==> src/logic/sfpc_pkg.sv <==
// shared constants, types and register map of the serial flash pin controller
package sfpc_pkg;

   localparam int unsigned ADDR_W = 8;
   localparam int unsigned DATA_W = 32;
   localparam int unsigned PIN_W  = 6;

   // register byte offsets
   localparam logic [7:0] OFS_CTRL   = 8'h00;
   localparam logic [7:0] OFS_STATUS = 8'h04;
   localparam logic [7:0] OFS_RX     = 8'h08;
   localparam logic [7:0] OFS_TX     = 8'h0C;
   localparam logic [7:0] OFS_PINS   = 8'h10;

   // control register fields
   localparam int unsigned CTRL_MODE_LSB  = 0;
   localparam int unsigned CTRL_DRIVE_BIT = 2;
   localparam int unsigned CTRL_RPIN_BIT  = 3;
   localparam logic [3:0]  CTRL_RST       = 4'h0;

   // pin status register fields
   localparam int unsigned PINS_STATE_LSB = 0;
   localparam int unsigned PINS_RXV_BIT   = 2;
   localparam int unsigned PINS_TXP_BIT   = 3;
   localparam int unsigned PINS_REJ_BIT   = 4;
   localparam int unsigned PINS_OVR_BIT   = 5;
   localparam int unsigned PINS_WP_BIT    = 6;

   // status byte reset value, idle transmit byte, bits per byte
   localparam logic [7:0] SR_RST    = 8'h00;
   localparam logic [7:0] TX_IDLE   = 8'hFF;
   localparam logic [3:0] BYTE_BITS = 4'h8;

   typedef enum logic [1:0] {
      LANE_SINGLE,
      LANE_DUAL,
      LANE_QUAD
   } sfpc_lane_mode_type;

   typedef enum logic [1:0] {
      ST_IDLE,
      ST_SHIFT,
      ST_PAUSED,
      ST_HWRESET
   } sfpc_link_state_type;

   // status byte, most significant bit first
   typedef struct packed {
      logic       status_lock_bit;
      logic       quad_lane_enable_bit;
      logic [3:0] block_protect_bits;
      logic       write_enable_latch;
      logic       write_in_progress;
   } sfpc_status_type;

   // synchronised pin levels
   typedef struct packed {
      logic       sck;
      logic       select_n;
      logic [3:0] lane;
   } sfpc_pins_type;

endpackage

==> src/logic/sfpc_sync.sv <==
// two-flop synchroniser for the pin inputs
module sfpc_sync
   import sfpc_pkg::*;
#(
   parameter int unsigned      WIDTH   = PIN_W,
   parameter logic [WIDTH-1:0] RST_VAL = '0
) (
   input  wire logic             clk,
   input  wire logic             resetn,
   input  wire logic [WIDTH-1:0] async_in,
   output logic      [WIDTH-1:0] sync_q
);

   logic [WIDTH-1:0] meta_q;

   // first stage feeds the second stage only; reset to the idle pin levels
   always_ff @(posedge clk or negedge resetn) begin
      if (!resetn) begin
         meta_q <= RST_VAL;
         sync_q <= RST_VAL;
      end else begin
         meta_q <= async_in;
         sync_q <= meta_q;
      end
   end

endmodule

==> src/logic/sfpc_edge.sv <==
// edge finder for the synchronised serial clock
module sfpc_edge
   import sfpc_pkg::*;
(
   input  wire logic clk,
   input  wire logic resetn,
   input  wire logic level,
   output logic      rise,
   output logic      fall
);

   logic prev_q;

   // previous level, one clock behind the synchronised one
   always_ff @(posedge clk or negedge resetn) begin
      if (!resetn) begin
         prev_q <= 1'b0;
      end else begin
         prev_q <= level;
      end
   end

   // one-cycle pulses aligned with the synchronised lanes
   assign rise = level & ~prev_q;
   assign fall = ~level & prev_q;

endmodule

==> src/logic/sfpc_top.sv <==
// serial flash pin controller: lane shifting, pause, reset pin and status protection
// Operation
// single mode: sample serial input on rising clock
// single mode: drive output lane on falling clock
// dual/quad: lanes 0,1 bidirectional, same edges
// quad mode uses lanes 2 and 3 too
// locked and protect pin low: reject protected writes
// lock clear: status writes always allowed
// quad enable set: ignore write-protect pin function
// lane 3 pause/reset only while quad disabled
// pause freezes transfer, keeps partial sequence
// pause while selected: output lanes float
// pause release resumes where it stopped
// reset pin low: reset, outputs float
// host avoids reset pin during internal writes
// deselected: outputs float, no data accepted
// clock idle low or high both work
// host releases lanes before device drives
module sfpc_top
   import sfpc_pkg::*;
(
   input  wire logic              clk,
   input  wire logic              resetn,
   input  wire logic              sck,
   input  wire logic              select_n,
   input  wire logic [3:0]        data_lane_in,
   output logic      [3:0]        data_lane_out_q,
   output logic      [3:0]        data_lane_oe_q,
   input  wire logic [ADDR_W-1:0] bus_addr,
   input  wire logic [DATA_W-1:0] bus_wdata,
   input  wire logic              bus_wr,
   input  wire logic              bus_rd,
   output logic      [DATA_W-1:0] bus_rdata_q
);

   sfpc_pins_type       pins_s;
   sfpc_status_type     status_q;
   sfpc_link_state_type state_q;
   sfpc_lane_mode_type  mode;
   logic [3:0]          ctrl_q;
   logic [7:0]          rx_shift_q;
   logic [7:0]          rx_byte_q;
   logic [3:0]          rx_cnt_q;
   logic [7:0]          tx_shift_q;
   logic [7:0]          tx_hold_q;
   logic [3:0]          tx_cnt_q;
   logic [7:0]          tx_cur;
   logic [7:0]          rx_next;
   logic [3:0]          step;
   logic                tx_pending_q;
   logic                rx_valid_q;
   logic                reject_q;
   logic                overrun_q;
   logic                seen_rise_q;
   logic                rise;
   logic                fall;
   logic                pause_now;
   logic                reset_now;
   logic                shift_ok;
   logic                rise_ok;
   logic                fall_ok;
   logic                byte_done;
   logic                protect;
   logic                sr_wr;
   logic                drive;

   // number of lanes moved per clock edge
   function automatic logic [3:0] lane_step(input sfpc_lane_mode_type m);
      case (m)
         LANE_DUAL: lane_step = 4'h2;
         LANE_QUAD: lane_step = 4'h4;
         default:   lane_step = 4'h1;
      endcase
   endfunction

   // lanes the device drives while returning data
   function automatic logic [3:0] lane_oe(input sfpc_lane_mode_type m);
      case (m)
         LANE_DUAL: lane_oe = 4'h3;
         LANE_QUAD: lane_oe = 4'hF;
         default:   lane_oe = 4'h2;
      endcase
   endfunction

   // top bits of the byte onto the lanes, lane 1 carries the msb in dual
   function automatic logic [3:0] lane_out(input logic [7:0] b, input sfpc_lane_mode_type m);
      case (m)
         LANE_DUAL: lane_out = {2'b00, b[7:6]};
         LANE_QUAD: lane_out = b[7:4];
         default:   lane_out = {2'b00, b[7], 1'b0};
      endcase
   endfunction

   // pins cross into the clk domain before anything looks at them
   // idle levels after reset: a zero select or lane 3 would look like a select and a pause
   sfpc_sync #(.WIDTH(PIN_W), .RST_VAL(6'h1F)) u_sync (
      .clk      (clk),
      .resetn   (resetn),
      .async_in ({sck, select_n, data_lane_in}),
      .sync_q   (pins_s)
   );

   sfpc_edge u_edge (
      .clk    (clk),
      .resetn (resetn),
      .level  (pins_s.sck),
      .rise   (rise),
      .fall   (fall)
   );

   // quad is only honoured with quad enable set; otherwise single lane
   always_comb begin
      case (ctrl_q[CTRL_MODE_LSB +: 2])
         2'h1:    mode = LANE_DUAL;
         2'h2:    mode = status_q.quad_lane_enable_bit ? LANE_QUAD : LANE_SINGLE;
         default: mode = LANE_SINGLE;
      endcase
   end

   // lane 3 is pause or reset only while quad enable is clear
   assign pause_now = ~status_q.quad_lane_enable_bit & ~ctrl_q[CTRL_RPIN_BIT]
                    & ~pins_s.lane[3] & ~pins_s.select_n;
   assign reset_now = ~status_q.quad_lane_enable_bit & ctrl_q[CTRL_RPIN_BIT]
                    & ~pins_s.lane[3];
   assign step     = lane_step(mode);
   assign drive    = ctrl_q[CTRL_DRIVE_BIT];
   assign shift_ok = (state_q == ST_SHIFT) & ~pause_now & ~pins_s.select_n & ~reset_now;
   assign rise_ok  = rise & shift_ok;
   // falling edges before the first rise are skipped so an idle-high clock works
   assign fall_ok  = fall & shift_ok & seen_rise_q & drive;
   assign tx_cur   = (tx_cnt_q != 4'h0) ? tx_shift_q : (tx_pending_q ? tx_hold_q : TX_IDLE);
   assign byte_done = rise_ok & ((rx_cnt_q + step) == BYTE_BITS);

   // shift the sampled lanes in, lane 0 is the least significant
   always_comb begin
      case (mode)
         LANE_DUAL: rx_next = {rx_shift_q[5:0], pins_s.lane[1:0]};
         LANE_QUAD: rx_next = {rx_shift_q[3:0], pins_s.lane};
         default:   rx_next = {rx_shift_q[6:0], pins_s.lane[0]};
      endcase
   end

   // with quad enable set the protect pin is a data lane only
   assign protect = status_q.status_lock_bit & ~pins_s.lane[2]
                  & ~status_q.quad_lane_enable_bit;
   assign sr_wr   = bus_wr & (bus_addr == OFS_STATUS);

   // link state follows select, pause and reset pin
   always_ff @(posedge clk or negedge resetn) begin
      if (!resetn) begin
         state_q <= ST_IDLE;
      end else if (reset_now) begin
         state_q <= ST_HWRESET;
      end else begin
         case (state_q)
            ST_IDLE:    if (!pins_s.select_n) state_q <= ST_SHIFT;
            ST_SHIFT: begin
               if (pins_s.select_n) state_q <= ST_IDLE;
               else if (pause_now) state_q <= ST_PAUSED;
            end
            ST_PAUSED: begin
               if (pins_s.select_n) state_q <= ST_IDLE;
               else if (!pause_now) state_q <= ST_SHIFT;
            end
            ST_HWRESET: state_q <= ST_IDLE;
            default:    state_q <= ST_IDLE;
         endcase
      end
   end

   // receive path; a pause simply stops edges so the count is kept
   always_ff @(posedge clk or negedge resetn) begin
      if (!resetn) begin
         rx_shift_q  <= 8'h00;
         rx_cnt_q    <= 4'h0;
         rx_byte_q   <= 8'h00;
         seen_rise_q <= 1'b0;
      end else if (pins_s.select_n || reset_now) begin
         rx_cnt_q    <= 4'h0;
         seen_rise_q <= 1'b0;
      end else if (rise_ok) begin
         rx_shift_q  <= rx_next;
         rx_cnt_q    <= byte_done ? 4'h0 : rx_cnt_q + step;
         seen_rise_q <= 1'b1;
         if (byte_done) rx_byte_q <= rx_next;
      end
   end

   // transmit path, new bits only on falling clock edges
   always_ff @(posedge clk or negedge resetn) begin
      if (!resetn) begin
         tx_shift_q      <= 8'h00;
         tx_cnt_q        <= 4'h0;
         data_lane_out_q <= 4'h0;
      end else if (pins_s.select_n || reset_now) begin
         tx_cnt_q <= 4'h0;
      end else if (fall_ok) begin
         data_lane_out_q <= lane_out(tx_cur, mode);
         tx_shift_q      <= tx_cur << step;
         tx_cnt_q        <= ((tx_cnt_q + step) == BYTE_BITS) ? 4'h0 : tx_cnt_q + step;
      end
   end

   // enables drop one clock after deselect, pause or reset pin
   always_ff @(posedge clk or negedge resetn) begin
      if (!resetn) begin
         data_lane_oe_q <= 4'h0;
      end else if (shift_ok && drive) begin
         data_lane_oe_q <= lane_oe(mode);
      end else begin
         data_lane_oe_q <= 4'h0;
      end
   end

   // control register
   always_ff @(posedge clk or negedge resetn) begin
      if (!resetn) begin
         ctrl_q <= CTRL_RST;
      end else if (bus_wr && bus_addr == OFS_CTRL) begin
         ctrl_q <= bus_wdata[3:0];
      end
   end

   // status byte; the reset pin drops the write latch after any write
   always_ff @(posedge clk or negedge resetn) begin
      if (!resetn) begin
         status_q <= SR_RST;
      end else begin
         if (sr_wr && protect) begin
            status_q[1:0] <= bus_wdata[1:0];
         end else if (sr_wr) begin
            status_q <= bus_wdata[7:0];
         end
         if (reset_now) status_q.write_enable_latch <= 1'b0;
      end
   end

   // transmit holding byte; a write racing the load keeps pending set
   always_ff @(posedge clk or negedge resetn) begin
      if (!resetn) begin
         tx_hold_q    <= TX_IDLE;
         tx_pending_q <= 1'b0;
      end else if (bus_wr && bus_addr == OFS_TX) begin
         tx_hold_q    <= bus_wdata[7:0];
         tx_pending_q <= 1'b1;
      end else if (fall_ok && tx_cnt_q == 4'h0) begin
         tx_pending_q <= 1'b0;
      end
   end

   // sticky flags, the set wins over a clearing read in the same cycle
   always_ff @(posedge clk or negedge resetn) begin
      if (!resetn) begin
         rx_valid_q <= 1'b0;
         overrun_q  <= 1'b0;
         reject_q   <= 1'b0;
      end else begin
         if (byte_done) rx_valid_q <= 1'b1;
         else if (bus_rd && bus_addr == OFS_RX) rx_valid_q <= 1'b0;
         if (byte_done && rx_valid_q) overrun_q <= 1'b1;
         else if (bus_rd && bus_addr == OFS_PINS) overrun_q <= 1'b0;
         if (sr_wr && protect) reject_q <= 1'b1;
         else if (bus_rd && bus_addr == OFS_PINS) reject_q <= 1'b0;
      end
   end

   // read data valid in the cycle after the strobe only; unmapped reads zero
   always_ff @(posedge clk or negedge resetn) begin
      if (!resetn) begin
         bus_rdata_q <= '0;
      end else if (bus_rd) begin
         case (bus_addr)
            OFS_CTRL:   bus_rdata_q <= {28'h0000000, ctrl_q};
            OFS_STATUS: bus_rdata_q <= {24'h000000, status_q};
            OFS_RX:     bus_rdata_q <= {24'h000000, rx_byte_q};
            OFS_TX:     bus_rdata_q <= {24'h000000, tx_hold_q};
            OFS_PINS:   bus_rdata_q <= {25'h0000000, pins_s.lane[2], overrun_q, reject_q,
                                        tx_pending_q, rx_valid_q, state_q};
            default:    bus_rdata_q <= '0;
         endcase
      end else begin
         bus_rdata_q <= '0;
      end
   end
endmodule

==> config.mk <==
export PLATFORM = sky130hd
export DESIGN_NAME = sfpc_top
export DESIGN_NICKNAME = d
export VERILOG_FILES = /design/src/logic/sfpc_pkg.sv /design/src/logic/sfpc_sync.sv /design/src/logic/sfpc_edge.sv /design/src/logic/sfpc_top.sv
export SDC_FILE = /design/constraint.sdc
export NUM_CORES = 1
export LEC_CHECK = 0
export ABC_AREA = 1
export BUFFER_PORTS_ARGS = -buffer_cell sky130_fd_sc_hd__buf_2
export CORE_ASPECT_RATIO = 1.25
export CORE_MARGIN = 2
export CORE_UTILIZATION = 40
export CTS_BUF_LIST = sky130_fd_sc_hd__clkbuf_8
export DETAILED_ROUTE_END_ITERATION = 7
export GPL_TIMING_DRIVEN = 0
export PLACE_DENSITY = 0.57
export SLEW_MARGIN = 20
export SYNTH_ARGS = -nofsm -noshare
export SYNTH_HDL_FRONTEND = slang
export SYNTH_SLANG_ARGS = --single-unit
export TNS_END_PERCENT = 5
==> constraint.sdc <==
create_clock -name clk -period 2.9 [get_ports clk]
set_input_delay 0.58 -clock clk [delete_from_list [all_inputs] [get_ports clk]]
set_output_delay 0.58 -clock clk [all_outputs]
set_load 0.1 [all_outputs]
; Word level (Yosys, flattened, before mapping)
; Cells that the tools add are included.
[classes]
add_sub_neg = 2
n_eq_ne = 16
n_shift = 1
mux = 36
n_bitwise = 29
reduce_logical = 26
[op_table]
columns = operator, count
row1 = $pmux W8 S5, 1
row2 = $mux W32, 1
row3 = $mux W4, 7
row4 = $and A1 B1 Y1, 18
row5 = $mux W2, 9
row6 = $eq A8 B4 Y1 const B, 2
row7 = $mux W8, 2
row8 = $pmux W4 S2, 2
row9 = $pmux W8 S2, 1
row10 = $reduce_bool A2 Y1, 7
row11 = $not A1 Y1, 11
row12 = $mux W1, 10
row13 = $add A4 B4 Y4, 2
row14 = $eq A2 B2 Y1 const B, 4
row15 = $eq A4 B4 Y1 const B, 2
row16 = $eq A8 B3 Y1 const B, 1
row17 = $eq A8 B5 Y1 const B, 1
row18 = $logic_and A1 B1 Y1, 8
row19 = $logic_not A8 Y1, 1
row20 = $ne A4 B3 Y1 const B, 2
row21 = $pmux W2 S4, 1
row22 = $shl A8 B4 Y8, 1
row23 = $eq A2 B1 Y1 const B, 3
row24 = $pmux W3 S2, 1
row25 = 9 further kinds, 12
[word_totals]
reg_bits = 111

; Longest topological paths before layout
; Gate-level depths: netlist (run 1).
[depth]
ltp_word = 14
ltp_mapped = 17

; Modules after synthesis
; From an unflattened synthesis (run 1), not the netlist that was laid out.
[unflattened]
cells_unflattened = 551
area_unflattened_um2 = 4504.3
[by_module_without_submodules]
columns = module, n_inst, cells_per_inst, area_per_inst_um2, seq_area_each_um2
row1 = sfpc_top, 1, 534, 4151.5, 1836.8
row2 = sfpc_sync, 1, 12, 312.8, 312.8
row3 = sfpc_edge, 1, 5, 40.0, 25.0

; Least setup slack after synthesis (run 1)
; OpenSTA, ideal clock, no wires.
[synth_path]
path_type = flip-flop to flip-flop
from = register ctrl_q[0]
to = register rx_byte_q[0]
setup_time_ps = 117
t_arrival_ps = 2447
t_required_ps = 2783
setup_slack_ps = 336
stages_incl_launch_ff = 16
path_cell_list = dfrtp_1 > inv_1 > ha_1 > nor3_1 > inv_1 > ha_1 > inv_2 > nand2_1 > and2_1 > ha_1 > inv_1 > nand2_1 > nor3_2 > nand2_1 > nand2_1 > nand2_1
[synth_via]
elab_chain_cells = 8
[synth_lines]
columns = item, line
row1 = start: declaration, sfpc_top.sv:40  ; logic [3:0] ctrl_q;
row2 = start signal: assignment, sfpc_top.sv:220  ; ctrl_q <= bus_wdata[3:0];
row3 = $eq A2 B2 Y1 or $eq A2 B1 Y1 (tied branches), sfpc_top.sv:113  ; case (ctrl_q[CTRL_MODE_LSB +: 2])
row4 = $pmux W2 S2 (*), sfpc_top.sv:113
row5 = $eq A2 B2 Y1 or $eq A2 B1 Y1 (tied branches), sfpc_top.sv:69  ; case (m)
row6 = $pmux W3 S2 (*), sfpc_top.sv:69
row7 = $add A4 B4 Y4 (*), sfpc_top.sv:132  ; assign byte_done = rise_ok & ((rx_cnt_q + step) == BYTE_BITS);
row8 = $eq A4 B4 Y1 (*), sfpc_top.sv:132
row9 = $and A1 B1 Y1 (*), sfpc_top.sv:132
row10 = $reduce_and A3 Y1 (no line) (*), --
row11 = end signal: assignment, sfpc_top.sv:185  ; if (byte_done) rx_byte_q <= rx_next;
row12 = end: declaration, sfpc_top.sv:42  ; logic [7:0] rx_byte_q;
; Mark *: on every way between the ends. The rest lies on a longest branch, timed or not.
; A chain may end at the register's enable or synchronous reset.

; Final worst setup path (run 1)
[layout_path]
from = register ctrl_q[0]
to = register rx_byte_q[4]
[layout_via]
elab_chain_cells = 8
[layout_lines]
columns = item, line
row1 = $eq A2 B2 Y1 or $eq A2 B1 Y1 (tied branches), sfpc_top.sv:113
row2 = $pmux W2 S2 (*), sfpc_top.sv:113
row3 = $eq A2 B2 Y1 or $eq A2 B1 Y1 (tied branches), "sfpc_top.sv:69, sfpc_top.sv:136"
row4 = $pmux W3 S2, sfpc_top.sv:69
row5 = $add A4 B4 Y4, sfpc_top.sv:132
row6 = $eq A4 B4 Y1, sfpc_top.sv:132
row7 = $and A1 B1 Y1, sfpc_top.sv:132
row8 = $reduce_and A3 Y1 (no line), --
; Marked as above.

==> results of run 1 <==
## logic make-up (layout without fill, tap and decap cells)
logic type,after synthesis,in the layout,share of synthesized area
AO/OA/AOI/OAI,58,58,0.0741
XOR/XNOR,3,3,0.00566
adder cells (fa/ha/maj),12,12,0.0323
buffers and inverters,120,185,0.122
flip-flops,86,86,0.468
other,1,24,0.000807
AND/OR/NAND/NOR,307,308,0.297
## per-layer routing
| layer | wire length [µm] | global-route usage |
|---|---|---|
| met2 | 5820 | 0.324 |
| met5 | 0 | 0 |
| met3 | 381 | 0.0325 |
| met1 | 5260 | 0.257 |
| met4 | 220 | 0.0725 |
## cell type report
type | count | share of cell area
Sequential cell | 86 | 0.397
Multi-Input combinational cell | 405 | 0.375
Inverter | 80 | 0.0548
Timing Repair Buffer | 49 | 0.0525
Buffer | 40 | 0.0491
Tap cell | 138 | 0.0315
Clock buffer | 10 | 0.0251
Clock inverter | 6 | 0.0157
## power breakdown
| group | leakage (µW) | switching (µW) | internal, µW |
|---|---|---|---|
| Sequential | 0.00111 | 48.8 | 1260 |
| Combinational | 0.00162 | 318 | 115 |
| Clock | 0.000118 | 433 | 507 |
## cells in the final DEF, fill, tap and decap left out, types with 3 or more instances in the layout
cell type,Yosys,final
nand2_1,131,131
nand3_1,110,110
inv_1,71,71
dfrtp_1,68,68
buf_2,8,48
nor2_1,42,42
buf_4,26,33
o21ai_0,28,28
conb_1,1,24
dfstp_2,18,18
o21ai_1,11,11
inv_2,9,10
clkbuf_8,0,10
ha_1,12,8
nand2_2,5,6
o21ai_2,6,6
clkbuf_1,5,5
nand4_1,5,5
o221ai_1,5,5
nor2_2,4,4
nor3_4,1,3
xor2_1,3,3
and2_1,3,3
ha_4,0,3
## worst min path at each step
| stage | startpoint | endpoint | cells after the start |
|---|---|---|---|
| floorplan | resetn | bus_rdata_q[0] | 0 |
| global placement | u_sync.meta_q[5] | u_sync.sync_q[5] | 0 |
| detailed placement | u_sync.meta_q[5] | u_sync.sync_q[5] | 0 |
| CTS | resetn | tx_cnt_q[3] | 1 |
| global route | resetn | tx_shift_q[1] | 1 |
| finish | resetn | tx_shift_q[0] | 1 |
## critical path, delay by kind of cell (launching register included)
family | cells | cell delay [ps]
buffers and inverters | 5 | 550
xor gates and xnor gates | 1 | 180
and+or+nand+nor | 7 | 980
adders and majority gates | 3 | 600
DFF | 1 | 410
## sequential cells by signal, summed over array words and instances, names as in the netlist, 2 cells and up
signal           cells
data_lane_out_q      4
ctrl_q               4
tx_hold_q            8
rx_shift_q           7
status_q             8
u_sync.sync_q        6
rx_byte_q            8
u_sync.meta_q        6
data_lane_oe_q       3
rx_cnt_q             4
state_q              2
tx_shift_q           8
tx_cnt_q             4
bus_rdata_q          8
## repair_timing
action,4_1_cts,5_1_grt
endpoints found under the setup margin,20,15
pin swaps,0,3
resized for setup,4,7
setup buffers,0,7
hold buffers,0,0
cloned,0,1
## per-stage QoR
stage / hold WS (ps) / util / instances / setup TNS (ps) / setup slack [ps]
2_1_floorplan: 284 / - / 610 / 0 / 336
4_1_cts: 152 / 0.470 / 806 / 0 / 12.1
3_5_place_dp: 336 / 0.449 / 790 / -3990 / -386
3_3_place_gp: 333 / 0.446 / 789 / -3050 / -309
6_report: 149 / 0.479 / 814 / 0 / 127
5_1_grt: 164 / 0.479 / 814 / -3.01 / -1.83
## cell usage after synthesis (all sizes together), types with 5 or more instances
| library cell | instances | area [µm²] |
|---|---|---|
| buf | 35 | 246 |
| o221ai | 5 | 43.8 |
| dfrtp | 68 | 1700 |
| ha | 12 | 150 |
| nand4 | 5 | 31.3 |
| nor3 | 5 | 46.3 |
| inv | 80 | 300 |
| o21ai | 45 | 248 |
| clkbuf | 5 | 18.8 |
| dfstp | 18 | 473 |
| nand3 | 111 | 568 |
| nand2 | 136 | 523 |
| nor2 | 47 | 194 |
==> results.md, run 1 <==
* Status: complete, no violations
* Layout Nets at 733
* FF+latch count, synth at 86
* Drt total wl at 11.7 mm
* First-pass GRT wire length at 19.3 mm
* Design area at 0.00548 mm²
* Critical path class: flop to flop
* Pin count of the biggest net entering global routing at 59
* Synthesis warning total at 0
* Post-synth cell types at 32
* Post-route clock period utilization at 0.956
* Register Area at 0.00217 mm²
* CP arrival at 3060 ps
* Async SR Flop Fraction at 1.00
* Pwr per Cell Area at 490 mW/mm²
* Total clock buffers created by CTS at 9
* DRT Pass-1 Iters at 4
* Ports at 90
* Crit path max-delay cell type: dfrtp_1
* Mean Syn Cell Area at 7.91 µm²
* CTS tree: done
* Final Hold Vio Count at 0
* Die Wd at 100 µm
* Die Ht at 124 µm
* Dpl hpwl at 8.98 mm
* CP Data Required Time at 3190 ps
* Leak Pwr at 0.00285 µW
* Detail Route Antenna Nets at 0
* Area Overhead vs Synth at 18.0%
* CP max stage delay at 410 ps
* Worst-Skew Late Latency at 350 ps
* FF-to-FF setup slack at 130 ps
* Worst-Margin Slew at 539 ps
* Worst Setup EP: rx_byte_q[4]
* Detailed Route Iter0 Violations at 214
* Slew Viols, Final at 0
* Dpl cell area at 0.00514 mm²
* Fraction of layout cells with a size suffix above 1 at 0.226
* Gr usage total at 0.196
* Cell Chain, Critical Path: inv_1, ha_4, nor3_4, inv_2, ha_4, inv_2, nand2_1, and2_1, ha_1, inv_1, nand2_1, xor2_1, nor3_4, buf_6, nand3_1, nand2_1
* Vias/cell at 4.96
* Total gr overflow at 0
* Die area at 0.0125 mm²
* Sequential area share after synthesis at 0.468
* DR WL/cell at 14.3 µm
* EDFF count, synth at 0
* Tmin final at 2770 ps
* Reg2reg end: rx_byte_q[4]
* Synthesized cell area at 0.00465 mm²
* Root Driver: clkbuf_8
* Residual DRC at 0
* IR Drop Worst-Case VDD at 0.000274 V
* Worst-case clock buffer depth at 2
* Fmax at 361 MHz
* Worst Clk Skew at 10.1 ps
* Initial antenna violation count at 0
* Hold Path Class: primary input to asynchronous set/reset pin
* Number of global-route vias before repair at 3935
* Max transition margin at 0.639
* # diodes at 0
* Worst reg2reg path startpoint: ctrl_q[0]
* Htree depth at 3
* Row cnt at 44
* Primary FF master, synth: dfrtp_1
* Vias at 4038
* Clk slew on worst S/H paths at 80 ps
* Fill cell count at 1147
* Syn Inst Count at 587
* Max-cap check violation count at 0
* Crit. Startpoint: ctrl_q[0]
* Cell mode on critical path: nand2_1
* Core area at 0.0115 mm²
* Port bufs at 41
* Reg2Reg Depth at 16
* Initial Util at 0.406
* Final setup viols at 0
* Crit path max fanout at 10
* Crit. End Element: flop
* Startpoint Class: flop
* Clk sinks at 86
* Total power at 2690 µW
* RePlAce Congestion at 0.870
* Area of the multi-input gates at 0.00206 mm²
No activity file was read; power rests on OpenSTA's default activity.
==> run 2: changes to the inputs <==
- CORE_ASPECT_RATIO: 1.25 -> default
==> run 2 against run 1 <==
  * Clock skew fell by 1.4 ps
  * Global-route usage shrank 0.93 points
  * Register-to-register slack better by 70 ps
  * Via count up 1.1%
  * Cell area shrank 0.87%
  * Die area about the same
  * Fmax grew 2.6%
  * Clock power down 9.8%
  * Worst hold slack got worse by 0.63 ps
==> results.md, run 2 (same netlist as run 1, synthesis figures left out) <==
* IR Drop Worst-Case VDD at 0.000266 V
* Initial Util at 0.409
* Total gr overflow at 0
* DRT Pass-1 Iters at 5
* Pwr per Cell Area at 476 mW/mm²
* Core area at 0.0114 mm²
* Root Driver: clkbuf_8
* Die area at 0.0125 mm²
* Clk slew on worst S/H paths at 80 ps
* Htree depth at 3
* Die Wd at 112 µm
* Worst-Skew Late Latency at 370 ps
* Most frequent cells in the layout: nand2_1 (130), nand3_1 (110), inv_1 (71)
* Dpl cell area at 0.00515 mm²
* Worst Clk Skew at 8.78 ps
* Layout Nets at 730
* Status: complete, no violations
* Cell Chain, Critical Path: inv_2, ha_4, inv_1, nor3_4, inv_2, ha_4, inv_2, nand2_1, and2_1, ha_1, inv_1, nand2_1, xor2_1, nor3_4, buf_4, nand3_1, nand2_1
* Design area at 0.00544 mm²
* Final Hold Vio Count at 0
* Port bufs at 41
* DR WL/cell at 14.2 µm
* Dpl hpwl at 8.66 mm
* Post-route clock period utilization at 0.932
* Pin count of the biggest net entering global routing at 53
* Initial antenna violation count at 0
* Number of global-route vias before repair at 3759
* Worst-Margin Slew at 581 ps
* Detail Route Antenna Nets at 0
* # diodes at 0
* Tmin final at 2700 ps
* Vias at 4083
* RePlAce Congestion at 0.858
* Total clock buffers created by CTS at 9
* Leak Pwr at 0.00282 µW
* Max-cap check violation count at 0
* CP arrival at 3020 ps
* Worst-case clock buffer depth at 2
* Vias/cell at 5.00
* Crit. End Element: flop
* Worst slack, placed at -257 ps
* Ports at 90
* Detailed Route Iter0 Violations at 206
* Clk sinks at 86
* Fmax at 370 MHz
* First-pass GRT wire length at 18.5 mm
* Die Ht at 112 µm
* Critical path class: flop to flop
* Fraction of layout cells with a size suffix above 1 at 0.223
* CP Data Required Time at 3220 ps
* Drt total wl at 11.6 mm
* Max transition margin at 0.611
* Final setup viols at 0
* Worst Setup Slack, final at 198 ps
* Hold Path Class: primary input to asynchronous set/reset pin
* Area Overhead vs Synth at 17.0%
* Row cnt at 39
* Worst hold slack at 148 ps
* Residual DRC at 0
* Crit path max fanout at 6
* CTS tree: done
* Startpoint Class: flop
* Gr usage total at 0.187
* Slew Viols, Final at 0
* CP max stage delay at 420 ps
* Most common cell after layout, fill and taps aside: nand2_1
* CTS Hold Bufs at 0
* Crit path max-delay cell type: dfrtp_1
-- run 2: what timing repair did --
item | in CTS | in global routing
gates resized for setup | 3 | 10
cloned | 0 | 2
setup buffers | 0 | 3
setup endpoints to repair | 11 | 11
pin swaps | 0 | 3
-- run 2: worst paths after layout --
check                                      start                to  slack [ps]  cells past startpoint
worst min register to register  u_sync.meta_q[4]  u_sync.sync_q[4]         360                      0
worst min-delay path                      resetn        state_q[1]         150                      1
worst max register to register         ctrl_q[0]      rx_byte_q[6]         200                     17
min in group clk                 data_lane_in[0]  u_sync.meta_q[0]         300                      1
max in group asynchronous                 resetn      tx_hold_q[4]        2070                      2
worst max-delay path                   ctrl_q[0]      rx_byte_q[6]         200                     17
-- run 2: area by class of cell --
| type | instances | area [µm²] |
|---|---|---|
| Buffer | 40 | 269 |
| Fill cell | 1143 | 5930 |
| Clock inverter | 6 | 55.1 |
| Clock buffer | 10 | 138 |
| Sequential cell | 86 | 2170 |
| Timing Repair Buffer | 46 | 265 |
| Tap cell | 143 | 179 |
| Inverter | 80 | 300 |
| Multi-Input combinational cell | 405 | 2060 |
-- run 2: critical path, delay by kind of cell, from the launching register on --
kind | cells | cell delay (ps)
DFF | 1 | 420
xor gates and xnor gates | 1 | 180
and+or+nand+nor | 7 | 930
adders and majority gates | 3 | 500
buffers and inverters | 6 | 600
-- run 2: through the flow --
stage	setup TNS, ps	util	std cells	power (µW)
after floorplan	0	-	610	1640
after global placement	-1580	0.450	794	1740
after detailed placement	-2300	0.453	795	1750
after CTS	0	0.471	811	2600
after global routing	-102	0.478	816	2710
final	0	0.478	816	2590
-- run 2: where the power goes --
| group | internal, µW | total [µW] | switching, µW | leakage (µW) |
|---|---|---|---|---|
| combinational | 112 | 430 | 318 | 0.00161 |
| clock | 413 | 848 | 436 | 0.000105 |
| sequential | 1260 | 1310 | 47.8 | 0.00111 |
| total | 1790 | 2590 | 801 | 0.00282 |
-- run 2: layer usage --
metal / GRT usage / share of wire / vias up / routed length, µm
met5: 0 / 0 / - / 0
met4: 0.0765 / 0.027 / 0 / 308
met3: 0.0316 / 0.055 / 23 / 635
met2: 0.289 / 0.45 / 118 / 5250
met1: 0.262 / 0.47 / 1937 / 5380
li1: - / - / 2005 / -
